[src/clor_regs.svh]
// Register indices, field positions, reset values and codes of the listen-only receive block
//
// Behaviour
// - In listen-only mode every frame seen on the bus goes to reception, errored ones included; the code stores valid frames only on a filter match.
// - In listen-only mode the block keeps the bus recessive: no frames, error flags or acks.
// - In listen-only mode valid and errored frames are received whatever the receive mode bits.
// - In listen-only mode valid frames still pass the filters and masks, only matches are stored.
// - With all mask bits zero a valid frame of any identifier passes an enabled filter.
// - In listen-only mode errored frames are stored even if filters, masks or mode would reject.
// - Entering listen-only mode clears both error counters, which stay at zero while in it.
// - Writing the listen-only code into the mode request field of the control register enters it.
// - The high filter enable register sits at index e47h and the low one at index e46h.
`ifndef CLOR_REGS_SVH
`define CLOR_REGS_SVH

// ==========================================
// Register indices (byte address = 4 x index)
`define CLOR_IDX_CTRL 14'he40
`define CLOR_IDX_STATUS 14'he41
`define CLOR_IDX_ERRCNT 14'he42
`define CLOR_IDX_RXMODE 14'he43
`define CLOR_IDX_MASK0 14'he44
`define CLOR_IDX_MASK1 14'he45
`define CLOR_IDX_FEN_LOW 14'he46
`define CLOR_IDX_FEN_HIGH 14'he47
`define CLOR_IDX_RX_ID 14'he48
`define CLOR_IDX_RX_DATA 14'he49
`define CLOR_IDX_FILT_BASE 14'he50
`define CLOR_IDX_FILT_LAST 14'he5f

// ==========================================
// Control fields and codes
`define CLOR_CTRL_REQ_HI 7
`define CLOR_CTRL_REQ_LO 5
`define CLOR_REQ_NORMAL 3'h0
`define CLOR_REQ_LISTEN 3'h3
`define CLOR_REQ_CONFIG 3'h4
`define CLOR_RXM_ALL 2'h3
`define CLOR_STAT_OVF 2

// ==========================================
// Reset values
`define CLOR_FEN_RESET 8'h00
`define CLOR_MASK_RESET 11'h7ff
`define CLOR_RXM_RESET 2'h0

// ==========================================
// Receive word layout and transmit error counter step
`define CLOR_W_ERR 51
`define CLOR_W_HIT_HI 50
`define CLOR_W_HIT_LO 47
`define CLOR_W_DLC_HI 46
`define CLOR_W_DLC_LO 43
`define CLOR_W_ID_HI 42
`define CLOR_W_ID_LO 32
`define CLOR_TEC_ERR_STEP 8'h08

`endif

[src/clor_pkg.sv]
// Types of the listen-only receive block
`default_nettype none
package clor_pkg;
  typedef enum logic [1:0] {
    CLOR_MODE_CFG = 2'b00,
    CLOR_MODE_NORMAL = 2'b01,
    CLOR_MODE_LISTEN = 2'b11
  } clor_mode_e;

  typedef struct packed {
    clor_mode_e mode;
    logic [1:0] rxm;
    logic [10:0] mask0;
    logic [10:0] mask1;
    logic [15:0] fen;
    logic [15:0][10:0] filt;
    logic [7:0] tec;
    logic [7:0] rec;
    logic ovf;
    logic can_tx;
    logic listen_only;
    logic pready;
    logic pslverr;
    logic [31:0] prdata;
  } clor_state_s;
endpackage
`default_nettype wire

[src/clor_stream_if.sv]
// Valid/ready word stream between the block and its receive FIFO
`timescale 1ns/100ps
`default_nettype none
interface clor_stream_if #(parameter int W = 52);
  logic valid;
  logic ready;
  logic [W-1:0] data;
  modport sink (input valid, input data, output ready);
  modport source (output valid, output data, input ready);
endinterface
`default_nettype wire

[src/clor_top.sv]
// Listen-only receive path of a CAN controller with APB register access
`timescale 1ns/100ps
`default_nettype none
`include "clor_regs.svh"
module clor_top #(
  parameter int FIFO_DEPTH = 16
) (
  input wire logic clock,
  input wire logic nrst,
  input wire logic psel,
  input wire logic penable,
  input wire logic pwrite,
  input wire logic [15:0] paddr,
  input wire logic [31:0] pwdata,
  output logic [31:0] prdata,
  output logic pready,
  output logic pslverr,
  input wire logic frame_valid,
  input wire logic frame_err,
  input wire logic [10:0] frame_id,
  input wire logic [3:0] frame_dlc,
  input wire logic [31:0] frame_data,
  input wire logic eng_tx_bit,
  input wire logic tx_err_evt,
  input wire logic tx_ok_evt,
  input wire logic rx_err_evt,
  input wire logic rx_ok_evt,
  output logic can_tx,
  output logic listen_only
);
  localparam int W = 52;

  generate
    if (FIFO_DEPTH < 2) begin : g_bad
      $error("clor_top: FIFO_DEPTH must be at least 2");
    end
  endgenerate

  // ==========================================
  // State and FIFO
  clor_pkg::clor_state_s st;
  clor_pkg::clor_state_s next_st;
  clor_stream_if #(.W(W)) in_s ();
  clor_stream_if #(.W(W)) out_s ();

  clor_fifo #(.W(W), .DEPTH(FIFO_DEPTH)) u_fifo (
    .clock(clock),
    .nrst(nrst),
    .wr_s(in_s),
    .rd_s(out_s)
  );

  // ==========================================
  // Acceptance filtering
  logic [15:0] match;
  logic match_any;
  logic [3:0] hit_idx;
  logic accept;
  logic push;

  genvar gi;
  generate
    for (gi = 0; gi < 16; gi++) begin : g_filt
      logic [10:0] m;
      assign m = (gi < 8) ? st.mask0 : st.mask1;
      // Zero mask bits are don't-care, so an all-zero mask matches any id
      assign match[gi] = st.fen[gi] & (((frame_id ^ st.filt[gi]) & m) == 11'h000);
    end
  endgenerate

  always_comb begin
    hit_idx = 4'h0;
    for (int i = 15; i >= 0; i--) begin
      if (match[i]) begin
        hit_idx = 4'(i);
      end
    end
  end

  assign match_any = |match;

  always_comb begin
    accept = 1'b0;
    unique case (st.mode)
      clor_pkg::CLOR_MODE_LISTEN: begin
        // Errored frames bypass filters and receive mode bits
        accept = frame_err | match_any;
      end
      clor_pkg::CLOR_MODE_NORMAL: begin
        accept = (st.rxm == `CLOR_RXM_ALL) | (~frame_err & match_any);
      end
      clor_pkg::CLOR_MODE_CFG: begin
        accept = 1'b0;
      end
    endcase
  end

  assign push = frame_valid & accept & in_s.ready;
  assign in_s.valid = frame_valid & accept;
  assign in_s.data = {frame_err, (frame_err & ~match_any) ? 4'h0 : hit_idx,
                      frame_dlc, frame_id, frame_data};

  // ==========================================
  // APB decode
  logic access;
  logic done;
  logic [13:0] idx;
  logic mapped;
  logic wr_done;
  logic [31:0] rd_val;
  logic [2:0] req;

  assign access = psel & penable;
  assign done = access & st.pready;
  assign idx = paddr[15:2];
  assign mapped = (paddr[1:0] == 2'h0) &&
                  ((idx >= `CLOR_IDX_CTRL && idx <= `CLOR_IDX_RX_DATA) ||
                   (idx >= `CLOR_IDX_FILT_BASE && idx <= `CLOR_IDX_FILT_LAST));
  assign wr_done = done & pwrite & mapped;
  assign req = pwdata[`CLOR_CTRL_REQ_HI:`CLOR_CTRL_REQ_LO];
  // Reading the data word releases the head entry
  assign out_s.ready = done & ~pwrite & mapped & (idx == `CLOR_IDX_RX_DATA);

  always_comb begin
    rd_val = 32'h0000_0000;
    if (idx >= `CLOR_IDX_FILT_BASE) begin
      rd_val = {21'h0, st.filt[idx[3:0]]};
    end else begin
      unique case (idx)
        `CLOR_IDX_CTRL: rd_val = {24'h0, 1'b0, st.mode == clor_pkg::CLOR_MODE_CFG,
                                  st.mode == clor_pkg::CLOR_MODE_LISTEN, 5'h00};
        `CLOR_IDX_STATUS: rd_val = {29'h0, st.ovf, st.mode};
        `CLOR_IDX_ERRCNT: rd_val = {16'h0, st.rec, st.tec};
        `CLOR_IDX_RXMODE: rd_val = {30'h0, st.rxm};
        `CLOR_IDX_MASK0: rd_val = {21'h0, st.mask0};
        `CLOR_IDX_MASK1: rd_val = {21'h0, st.mask1};
        `CLOR_IDX_FEN_LOW: rd_val = {24'h0, st.fen[7:0]};
        `CLOR_IDX_FEN_HIGH: rd_val = {24'h0, st.fen[15:8]};
        `CLOR_IDX_RX_ID: rd_val = {out_s.valid, 11'h0, out_s.data[W-1:32]};
        `CLOR_IDX_RX_DATA: rd_val = out_s.data[31:0];
        default: rd_val = 32'h0000_0000;
      endcase
    end
  end

  // ==========================================
  // Next state
  always_comb begin
    next_st = st;
    // One wait state: pready rises in the second access cycle
    next_st.pready = access & ~st.pready;
    next_st.pslverr = access & ~st.pready & ~mapped;
    next_st.prdata = (access & ~st.pready & ~pwrite & mapped) ? rd_val : 32'h0000_0000;

    if (wr_done) begin
      if (idx >= `CLOR_IDX_FILT_BASE) begin
        next_st.filt[idx[3:0]] = pwdata[10:0];
      end else begin
        unique case (idx)
          `CLOR_IDX_CTRL: begin
            case (req)
              `CLOR_REQ_NORMAL: next_st.mode = clor_pkg::CLOR_MODE_NORMAL;
              `CLOR_REQ_LISTEN: next_st.mode = clor_pkg::CLOR_MODE_LISTEN;
              `CLOR_REQ_CONFIG: next_st.mode = clor_pkg::CLOR_MODE_CFG;
              default: next_st.mode = st.mode;
            endcase
          end
          `CLOR_IDX_STATUS: begin
            if (pwdata[`CLOR_STAT_OVF]) begin
              next_st.ovf = 1'b0;
            end
          end
          `CLOR_IDX_RXMODE: next_st.rxm = pwdata[1:0];
          `CLOR_IDX_MASK0: next_st.mask0 = pwdata[10:0];
          `CLOR_IDX_MASK1: next_st.mask1 = pwdata[10:0];
          `CLOR_IDX_FEN_LOW: next_st.fen[7:0] = pwdata[7:0];
          `CLOR_IDX_FEN_HIGH: next_st.fen[15:8] = pwdata[7:0];
          default: next_st.rxm = st.rxm;
        endcase
      end
    end

    // Drop on full; set placed after the clear so it wins
    if (in_s.valid & ~in_s.ready) begin
      next_st.ovf = 1'b1;
    end

    // Error counters, saturating
    if (tx_err_evt) begin
      next_st.tec = (st.tec > 8'hf7) ? 8'hff : st.tec + `CLOR_TEC_ERR_STEP;
    end else if (tx_ok_evt && st.tec != 8'h00) begin
      next_st.tec = st.tec - 8'h01;
    end
    if (rx_err_evt && st.rec != 8'hff) begin
      next_st.rec = st.rec + 8'h01;
    end else if (rx_ok_evt && st.rec != 8'h00) begin
      next_st.rec = st.rec - 8'h01;
    end
    // Held at zero from the entry edge onward
    if (next_st.mode == clor_pkg::CLOR_MODE_LISTEN) begin
      next_st.tec = 8'h00;
      next_st.rec = 8'h00;
    end

    // Only normal mode may drive dominant bits, acks and error flags included
    next_st.can_tx = (next_st.mode != clor_pkg::CLOR_MODE_NORMAL) | eng_tx_bit;
    next_st.listen_only = (next_st.mode == clor_pkg::CLOR_MODE_LISTEN);
  end

  always_ff @(posedge clock) begin
    if (!nrst) begin
      st <= '0;
      st.mode <= clor_pkg::CLOR_MODE_CFG;
      st.rxm <= `CLOR_RXM_RESET;
      st.mask0 <= `CLOR_MASK_RESET;
      st.mask1 <= `CLOR_MASK_RESET;
      st.fen <= {`CLOR_FEN_RESET, `CLOR_FEN_RESET};
      st.can_tx <= 1'b1;
    end else begin
      st <= next_st;
    end
  end

  assign prdata = st.prdata;
  assign pready = st.pready;
  assign pslverr = st.pslverr;
  assign can_tx = st.can_tx;
  assign listen_only = st.listen_only;

  // ==========================================
  // Assertions
  AST_SILENT: assert property (@(posedge clock) disable iff (!nrst)
    st.mode == clor_pkg::CLOR_MODE_LISTEN |-> can_tx)
    else $error("bus driven dominant in listen-only mode");

  AST_NOT_NORMAL_RECESSIVE: assert property (@(posedge clock) disable iff (!nrst)
    st.mode != clor_pkg::CLOR_MODE_NORMAL |-> can_tx)
    else $error("bus driven dominant outside normal mode");

  AST_RESET_OUT: assert property (@(posedge clock)
    nrst && !$past(nrst) |-> !pready && !pslverr && prdata == 32'h0000_0000
    && can_tx && !listen_only)
    else $error("outputs not at reset values after reset");

  AST_ERRCNT_HELD: assert property (@(posedge clock) disable iff (!nrst)
    st.mode == clor_pkg::CLOR_MODE_LISTEN |-> st.tec == 8'h00 && st.rec == 8'h00)
    else $error("error counter nonzero in listen-only mode");

  AST_ERRCNT_ENTRY: assert property (@(posedge clock) disable iff (!nrst)
    wr_done && idx == `CLOR_IDX_CTRL && req == `CLOR_REQ_LISTEN
    |=> st.tec == 8'h00 && st.rec == 8'h00)
    else $error("error counters not cleared on entry");

  AST_ENTER: assert property (@(posedge clock) disable iff (!nrst)
    done && pwrite && paddr == {`CLOR_IDX_CTRL, 2'b00} && req == `CLOR_REQ_LISTEN
    |=> st.mode == clor_pkg::CLOR_MODE_LISTEN && listen_only)
    else $error("listen-only request not taken");

  AST_LISTEN_LEVEL: assert property (@(posedge clock) disable iff (!nrst)
    listen_only == (st.mode == clor_pkg::CLOR_MODE_LISTEN))
    else $error("listen-only flag disagrees with mode");

  AST_ERR_FRAME: assert property (@(posedge clock) disable iff (!nrst)
    st.mode == clor_pkg::CLOR_MODE_LISTEN && frame_valid && frame_err && in_s.ready
    |-> push ##1 out_s.valid)
    else $error("errored frame not received in listen-only mode");

  AST_ERR_RXM: assert property (@(posedge clock) disable iff (!nrst)
    st.mode == clor_pkg::CLOR_MODE_LISTEN && st.rxm != `CLOR_RXM_ALL && frame_valid
    && frame_err && !match_any && in_s.ready |-> push)
    else $error("errored frame refused by mode or filters");

  AST_ERR_NOFILT: assert property (@(posedge clock) disable iff (!nrst)
    st.mode == clor_pkg::CLOR_MODE_LISTEN && frame_valid && frame_err && st.fen == 16'h0000
    && !in_s.ready |=> st.ovf)
    else $error("errored frame lost without overflow");

  AST_VALID_FILT: assert property (@(posedge clock) disable iff (!nrst)
    st.mode == clor_pkg::CLOR_MODE_LISTEN && frame_valid && !frame_err && !match_any
    |-> !push && !in_s.valid)
    else $error("unmatched valid frame stored in listen-only mode");

  AST_VALID_MATCH: assert property (@(posedge clock) disable iff (!nrst)
    st.mode == clor_pkg::CLOR_MODE_LISTEN && frame_valid && !frame_err && match_any
    && in_s.ready |-> push)
    else $error("matching valid frame not stored in listen-only mode");

  AST_MASK_ZERO: assert property (@(posedge clock) disable iff (!nrst)
    st.mode == clor_pkg::CLOR_MODE_LISTEN && st.mask0 == 11'h000 && st.fen[0]
    && frame_valid && !frame_err && in_s.ready |-> push && in_s.data[50:47] == 4'h0)
    else $error("zero mask did not pass frame");

  AST_CFG_NO_STORE: assert property (@(posedge clock) disable iff (!nrst)
    st.mode == clor_pkg::CLOR_MODE_CFG |-> !in_s.valid)
    else $error("frame offered to the FIFO in configuration mode");

  AST_DROP_OVF: assert property (@(posedge clock) disable iff (!nrst)
    in_s.valid && !in_s.ready |=> st.ovf)
    else $error("dropped frame did not set overflow");

  AST_MAP_HIGH: assert property (@(posedge clock) disable iff (!nrst)
    done && !pwrite && paddr == {`CLOR_IDX_FEN_HIGH, 2'b00}
    |-> prdata == {24'h0, st.fen[15:8]} && !pslverr)
    else $error("high filter enable not at its index");

  AST_MAP_LOW: assert property (@(posedge clock) disable iff (!nrst)
    done && pwrite && paddr == {`CLOR_IDX_FEN_LOW, 2'b00}
    |=> st.fen[7:0] == $past(pwdata[7:0]) && $stable(st.fen[15:8]))
    else $error("low filter enable not at its index");

  AST_UNMAPPED: assert property (@(posedge clock) disable iff (!nrst)
    done && !mapped |-> pslverr && prdata == 32'h0000_0000)
    else $error("unmapped access not refused");

  AST_PREADY_PULSE: assert property (@(posedge clock) disable iff (!nrst)
    pready |=> !pready)
    else $error("ready held longer than one cycle");

  AST_PRDATA_IDLE: assert property (@(posedge clock) disable iff (!nrst)
    !pready |-> prdata == 32'h0000_0000)
    else $error("read data nonzero outside a completing read");

  // ==========================================
  // Coverage of the main scenarios
  COV_ENTER: cover property (@(posedge clock) disable iff (!nrst)
    $rose(st.listen_only));

  COV_ERR_STORED: cover property (@(posedge clock) disable iff (!nrst)
    st.mode == clor_pkg::CLOR_MODE_LISTEN && push && frame_err);

  COV_OVERFLOW: cover property (@(posedge clock) disable iff (!nrst)
    $rose(st.ovf));

  COV_POP: cover property (@(posedge clock) disable iff (!nrst)
    out_s.ready && out_s.valid);

  COV_HIT_HIGH: cover property (@(posedge clock) disable iff (!nrst)
    push && !frame_err && hit_idx[3]);
endmodule
`default_nettype wire

[src/clor_fifo.sv]
// Receive FIFO with parameterised width and depth
`timescale 1ns/100ps
`default_nettype none
module clor_fifo #(
  parameter int W = 52,
  parameter int DEPTH = 16
) (
  input wire logic clock,
  input wire logic nrst,
  clor_stream_if.sink wr_s,
  clor_stream_if.source rd_s
);
  localparam int AW = $clog2(DEPTH);

  generate
    if (DEPTH < 2 || (1 << AW) != DEPTH || W < 1) begin : g_bad
      $error("clor_fifo: DEPTH must be a power of two of at least 2");
    end
  endgenerate

  typedef struct packed {
    logic [DEPTH-1:0][W-1:0] mem;
    logic [AW-1:0] wr;
    logic [AW-1:0] rd;
    logic [AW:0] cnt;
  } clor_fifo_s;

  clor_fifo_s st;
  clor_fifo_s next_st;
  logic push;
  logic pop;

  // Full and empty come from the registered count only
  assign wr_s.ready = (st.cnt != (AW+1)'(DEPTH));
  assign rd_s.valid = (st.cnt != '0);
  assign rd_s.data = st.mem[st.rd];
  assign push = wr_s.valid & wr_s.ready;
  assign pop = rd_s.valid & rd_s.ready;

  always_comb begin
    next_st = st;
    if (push) begin
      next_st.mem[st.wr] = wr_s.data;
      next_st.wr = st.wr + 1'b1;
    end
    if (pop) begin
      next_st.rd = st.rd + 1'b1;
    end
    next_st.cnt = st.cnt + (AW+1)'(push) - (AW+1)'(pop);
  end

  always_ff @(posedge clock) begin
    if (!nrst) begin
      st <= '0;
    end else begin
      st <= next_st;
    end
  end
endmodule
`default_nettype wire

[config.mk]
export PLATFORM = sky130hd
export DESIGN_NAME = clor_top
export DESIGN_NICKNAME = d
export VERILOG_FILES = /design/src/clor_pkg.sv /design/src/clor_stream_if.sv /design/src/clor_top.sv /design/src/clor_fifo.sv
export VERILOG_INCLUDE_DIRS = /design/src
export SDC_FILE = /design/constraint.sdc
export NUM_CORES = 2
export LEC_CHECK = 0
export BUFFER_PORTS_ARGS = -buffer_cell sky130_fd_sc_hd__buf_4
export CAP_MARGIN = 15
export CORE_MARGIN = 2
export CORE_UTILIZATION = 44
export DETAILED_ROUTE_END_ITERATION = 16
export GPL_TIMING_DRIVEN = 1
export HOLD_SLACK_MARGIN = 0.03
export SYNTH_ARGS = -nofsm -noshare
export SYNTH_HDL_FRONTEND = slang
export SYNTH_HIERARCHICAL = 1
export SYNTH_SLANG_ARGS = --single-unit
[constraint.sdc]
create_clock -name clock -period 8.7 [get_ports clock]
set_input_delay 0.435 -clock clock [delete_from_list [all_inputs] [get_ports clock]]
set_output_delay 0.435 -clock clock [all_outputs]
set_load 0.03 [all_outputs]
After elaboration in Yosys (flattened, before gate mapping):

Cells that the tools add are included.

* bits in registers: 1116

* reductions and logical operators: 47
* add/sub/neg operators: 8
* magnitude comparators: 10
* multiplexer cells: 50
* eq/ne operators: 20
* bitwise logic cells: 77

Operators by type and width (number)
* bitwise mux 832 bit: 1
* case mux 32 bit (10 select lines): 1
* two-way mux 218 bit: 1
* binary-select mux 52 bit (select 4 bit): 1
* demux 52 bit (select 4 bit): 1
* bitwise AND 11 bit: 16
* bitwise mux 176 bit: 1
* logical NOT 11 bit: 16
* two-way mux 176 bit: 1
* XOR 11 bit: 16
* == test 14 x 12 -> 1 bit (second input constant): 10
* two-way mux 52 bit: 2
* two-way mux 4 bit: 17
* two-way mux 8 bit: 7
* two-way mux 11 bit: 5
* binary-select mux 11 bit (select 4 bit): 1
* demux 11 bit (select 4 bit): 1
* two-way mux 42 bit: 1
* bitwise AND 1 bit: 33
* greater-or-equal comparator 14 x 12 -> 1 bit (second input constant): 2
* <= comparator 14 x 12 -> 1 bit (second input constant): 2
* nonzero test 8 bit: 2
* OR reduction 16 bit: 1
* subtractor 8 x 1 -> 8 bit (second input constant): 2
* 32 further kinds: 71

Logic depth before layout (Yosys ltp):

* word-level depth: 22
* mapped depth: 21
* mapped depth without buffers: 17

Modules after synthesis:

The synthesis kept the hierarchy.

Modules (own cells, without submodules)
* clor_fifo: area an instance 38174.1 um^2, instances 1, cells each 4266
* clor_top: area an instance 15065.7 um^2, instances 1, cells each 1845

Worst setup path after synthesis:

Ideal clock, no wire load.

* path kind: input to register
* start point: input port frame_id[4]
* end point: register u_fifo/st[4] (netlist name)
* buffers on the path: 4
* stages: 21
* arrival time: 4365 ps
* setup time: 116 ps
* setup slack: 4219 ps
* path through: buf_2 buf_2 xor2_1 a22oi_1 nand2_1 nor3_1 nor4_1 a41oi_1 a311oi_1 nor2_1 clkbuf_1 buf_2 nand2_1 ha_1 inv_1 ha_1 fa_1 a21oi_1 nor2_1 or3_1 and3_1

* longest elaborated chain between the ends: 12
* elaborated cells on any way between the ends: 73

Ends and longest elaborated chain
* start: declaration: RTL line clor_top.sv:20 `input wire logic [10:0] frame_id,`
* XOR 11 bit: RTL line clor_top.sv:67 `assign match[gi] = st.fen[gi] & (((frame_id ^ st.filt[gi]) & m) == 11'h000);`
* bitwise AND 11 bit: RTL line clor_top.sv:67
* logical NOT 11 bit: RTL line clor_top.sv:67
* bitwise AND 1 bit: RTL line clor_top.sv:67
* OR reduction 16 bit *: RTL line clor_top.sv:80 `assign match_any = |match;`
* bitwise AND 1 bit: RTL line clor_top.sv:90 `` accept = (st.rxm == `CLOR_RXM_ALL) | (~frame_err & match_any); ``
* bitwise OR 1 bit: RTL line clor_top.sv:90
* case mux 1 bit (3 select lines) *: RTL line clor_top.sv:84 `unique case (st.mode)`
* bitwise AND 1 bit *: RTL line clor_top.sv:99 `assign in_s.valid = frame_valid & accept;`
* via in_s.valid: RTL line clor_stream_if.sv:5 `logic valid;`
* bitwise AND 1 bit *: RTL line clor_fifo.sv:37 `assign push = wr_s.valid & wr_s.ready;`
* adder 5 x 1 -> 5 bit *: RTL line clor_fifo.sv:49 `next_st.cnt = st.cnt + (AW+1)'(push) - (AW+1)'(pop);`
* subtractor 5 x 1 -> 5 bit *: RTL line clor_fifo.sv:49
* end signal: assignment: RTL line clor_fifo.sv:56 `st <= next_st;`
* end: declaration: RTL line clor_fifo.sv:28 `clor_fifo_s st;`

Mark *: on every way through the listed nets, which the timed path passes. The rest lies on a longest branch.
A chain may end at the register's enable or synchronous reset.

Worst setup path after layout:

* start point: register st, in the netlist g_filt[0].m[9]
* end point: register u_fifo/st[223] (netlist name)

* longest elaborated chain between the ends: 9
* elaborated cells on any way between the ends: 31

Ends and longest elaborated chain
* start: declaration: RTL line clor_top.sv:41 `clor_pkg::clor_state_s st;`
* start signal: assignment: RTL line clor_top.sv:220 `st <= next_st;`
* bitwise AND 11 bit: RTL line clor_top.sv:67
* logical NOT 11 bit: RTL line clor_top.sv:67
* bitwise AND 1 bit: RTL line clor_top.sv:67
* OR reduction 16 bit *: RTL line clor_top.sv:80
* bitwise AND 1 bit: RTL line clor_top.sv:90
* bitwise OR 1 bit: RTL line clor_top.sv:90
* case mux 1 bit (3 select lines) *: RTL line clor_top.sv:84
* bitwise AND 1 bit *: RTL line clor_top.sv:99
* via in_s.valid: RTL line clor_stream_if.sv:5
* bitwise AND 1 bit *: RTL line clor_fifo.sv:37

Marked as above.

==> results by group <==
Timing
  – Peak Freq: 0.181 GHz
  – Slew HR: 22.5%
  – Worst Tran Pin Value: 1.16 ns
  – Final Hold Viols: 0
  – Period utilisation layout: 63.6%
  – Unrepaired setup endpoints after global routing: no
  – Setup WS post-layout: 3.17 ns
  – Clock skew: 0.0366 ns
  – Setup violations, final: 0
  – Fin Setup TNS: 0 ns
  – Slew Viols, Final: 0
  – Fin crit period: 5.53 ns

Clock network
  – PostCTS Resize Cnt: 0
  – CTS H-tree lvls: 3
  – Root Buffer: clkbuf_16
  – Reg clk slew, reported paths: 0.06 ns
  – Setup bufs post-CTS: 0
  – Cts bufs inserted: 119
  – CTS tree: done
  – Clock buffer depth: 3
  – Clock sinks: 1116
  – Hold Buf Count CTS: 41
  – Worst-Skew Late Latency: 0.76 ns

Route
  – Vias: 43900
  – Drt first pass iters: 6
  – Routed length per placed instance: 24.6 um
  – Residual DRC count: 0
  – First DRT Iteration DRCs: 4656
  – Routed Antenna Nets: 0
  – Via density: 5.84
  – Routed WL: 184000 um

Place
  – PortBufs: 121
  – Final GP Congestion: 0.970
  – Worst slack at placement: 2.84 ns
  – Placed Area: 0.0539 sq mm
  – Hpwl dp: 102000 um

Cells and area
  – Share of cells above drive strength 1: 11.8%
  – Register area: 0.0223 sq mm
  – # fillers: 11400
  – Final net count: 5936
  – Area occupied by multi-input gates: 0.0279 sq mm
  – Most frequent cells in the layout: 2194 x nand2_1, 1114 x dfxtp_1, 833 x a21boi_1, 263 x mux4_2, 213 x a21oi_1
  – Syn-to-layout area delta: 9.77%
  – Commonest non-fill, non-tap cell in the layout: nand2_1
  – Final Cell Area: 0.0584 sq mm

Setup path
  – CP required: 9.37 ns
  – Crit-path cells: a22oi_1, nand2_1, nor3_1, nor4_1, a41oi_1, a311oi_1, nor2_4, buf_4, nand2_1, nor3b_4, buf_4, nand2_1, a21boi_1
  – Most Frequent Cell on Critical Path: nand2_1
  – Crit start category: flop
  – Worst Path Arrival: 6.20 ns
  – CP Max Fanout: 44
  – Worst path slowest cell: buf_4
  – Bufs and invs on worst path: 2
  – Slowest stage delay, CP: 0.77 ns
  – Critical path type: flop to flop
  – Crit-path leading delay family: simple AND/OR/NAND/NOR gates
  – CP endpoint kind: flop

Logic synthesis
  – Syn nets: 6241
  – Top_reg_cell synth: dfxtp_1
  – Synth warn: 6
  – Post-synthesis register bit count: 1116
  – Async SR Flop Fraction: 0%
  – Netlist Area Pre-Place: 0.0532 sq mm
  – Seq/Total Area, Yosys: 42.0%
  – Count of different cell masters after synthesis: 71
  – Mean post-synth cell area: 8.71 sq um
  – Post-synth EDFFs: 0
  – Syn Inst Count: 6111

Die
  – FP Rows: 127
  – DIE AREA: 0.124 sq mm
  – Die W: 352 um
  – IO Count: 143
  – Starting Density: 44.4%
  – Core area: 0.120 sq mm
  – Die H: 352 um

Power
  – PD cells: 190 mW/mm^2
  – Leak: 0.0198 uW
  – Power Total: 11100 uW
  – VDD IR max: 0.178 mV

Min path
  – Min-Delay Path Class: input pin to flop

Outcome
  – Status: completed

Global routing
  – GR Overflow Total: 0
  – Total track usage: 29.3%
  – Initial antenna violation count: 3
  – Number of global-route vias before repair: 41300
  – First-pass GRT wire length: 271000 um
  – Largest net degree at the start of global routing: 270

Flow run
  – Max cap viols: 0
[cell usage after synthesis (42+ instances only)]
cell type     n  area [sq um]
clkbuf_1    317          1190
nor2_1       51           191
xor2_1      180          1580
dfxtp_1    1116         22300
nor3_1       42           210
mux4_2      263          5920
buf_1        67           251
nand3_1      44           220
a21oi_1     213          1070
a22oi_1     196          1470
buf_4        63           473
nand2_1    2194          8240
a21boi_1    832          6250
buf_2       197           986
[stage by stage]
step / cells / utilization [%] / hold WS (ns)
2_1_floorplan: 6111 / - / 0.432
5_1_grt: 7510 / 48.7 / 0.0961
3_3_place_gp: 7255 / 44.9 / 0.437
4_1_cts: 7509 / 48.7 / 0.0644
6_report: 7511 / 48.7 / 0.114
3_5_place_dp: 7255 / 44.9 / 0.441
[worst register-to-register path, delay by kind of cell (launching register included)]
kind | cells | cell delay (ns)
AND/OR/NAND/NOR | 7 | 2.85
flip-flops | 1 | 0.52
buffers and inverters | 2 | 1.20
AO/OA/AOI/OAI | 4 | 0.88
[state kept, by name, indices dropped and copies added (netlist names)]
signal,cells
pready,1
st,213
prdata,32
g_filt.m,22
can_tx,1
u_fifo/st,845
pslverr,1
listen_only,1
[worst paths after layout]
path | startpoint | slack (ns) | to | cells after the start
worst max register to register | g_filt[0].m[9] | 3.17 | u_fifo/st[223] | 13
worst max-delay path | g_filt[0].m[9] | 3.17 | u_fifo/st[223] | 13
worst min-delay path | rx_err_evt | 0.11 | st[44] | 4
worst min register to register | u_fifo/st[493] | 0.45 | u_fifo/st[493] | 2
[routing by layer]
layer,track usage [%],share of wire (%),vias up
met2,47.9,46,1903
met3,4.68,7.9,462
met4,13.5,5.0,2
met1,37.9,41,21600
li1,-,-,19900
met5,0,0.0038,-
[where the power goes]
| part | internal [uW] | switching, uW | leakage, uW | total (uW) |
|---|---|---|---|---|
| Combinational | 214 | 323 | 0.00881 | 538 |
| Sequential | 5130 | 45.4 | 0.00899 | 5180 |
| Clock | 3170 | 2200 | 0.00201 | 5370 |
[cells by family after synthesis]
logic type               count (synthesis)  synth area share (%)
AND/OR/NAND/NOR                       2459                  18.7
AO/OA/AOI/OAI                         1333                  17.8
flip-flops                            1116                  42.0
buffers and inverters                  691                  5.96
multiplexers                           294                  11.7
XOR/XNOR                               195                  3.21
adder cells (fa/ha/maj)                 23                 0.569
[final cells by class]
cell class / instances / area share (%)
multi-input cells: 4304 / 47.7
repair buffers: 231 / 3.28
inverters: 34 / 0.227
diodes: 1 / 0.00428
flip-flops and latches: 1116 / 38.2
well taps: 1612 / 3.45
clock inverters: 35 / 1.12
clock buffers: 178 / 5.94
Note: power is estimated with default switching activity, not from simulation.
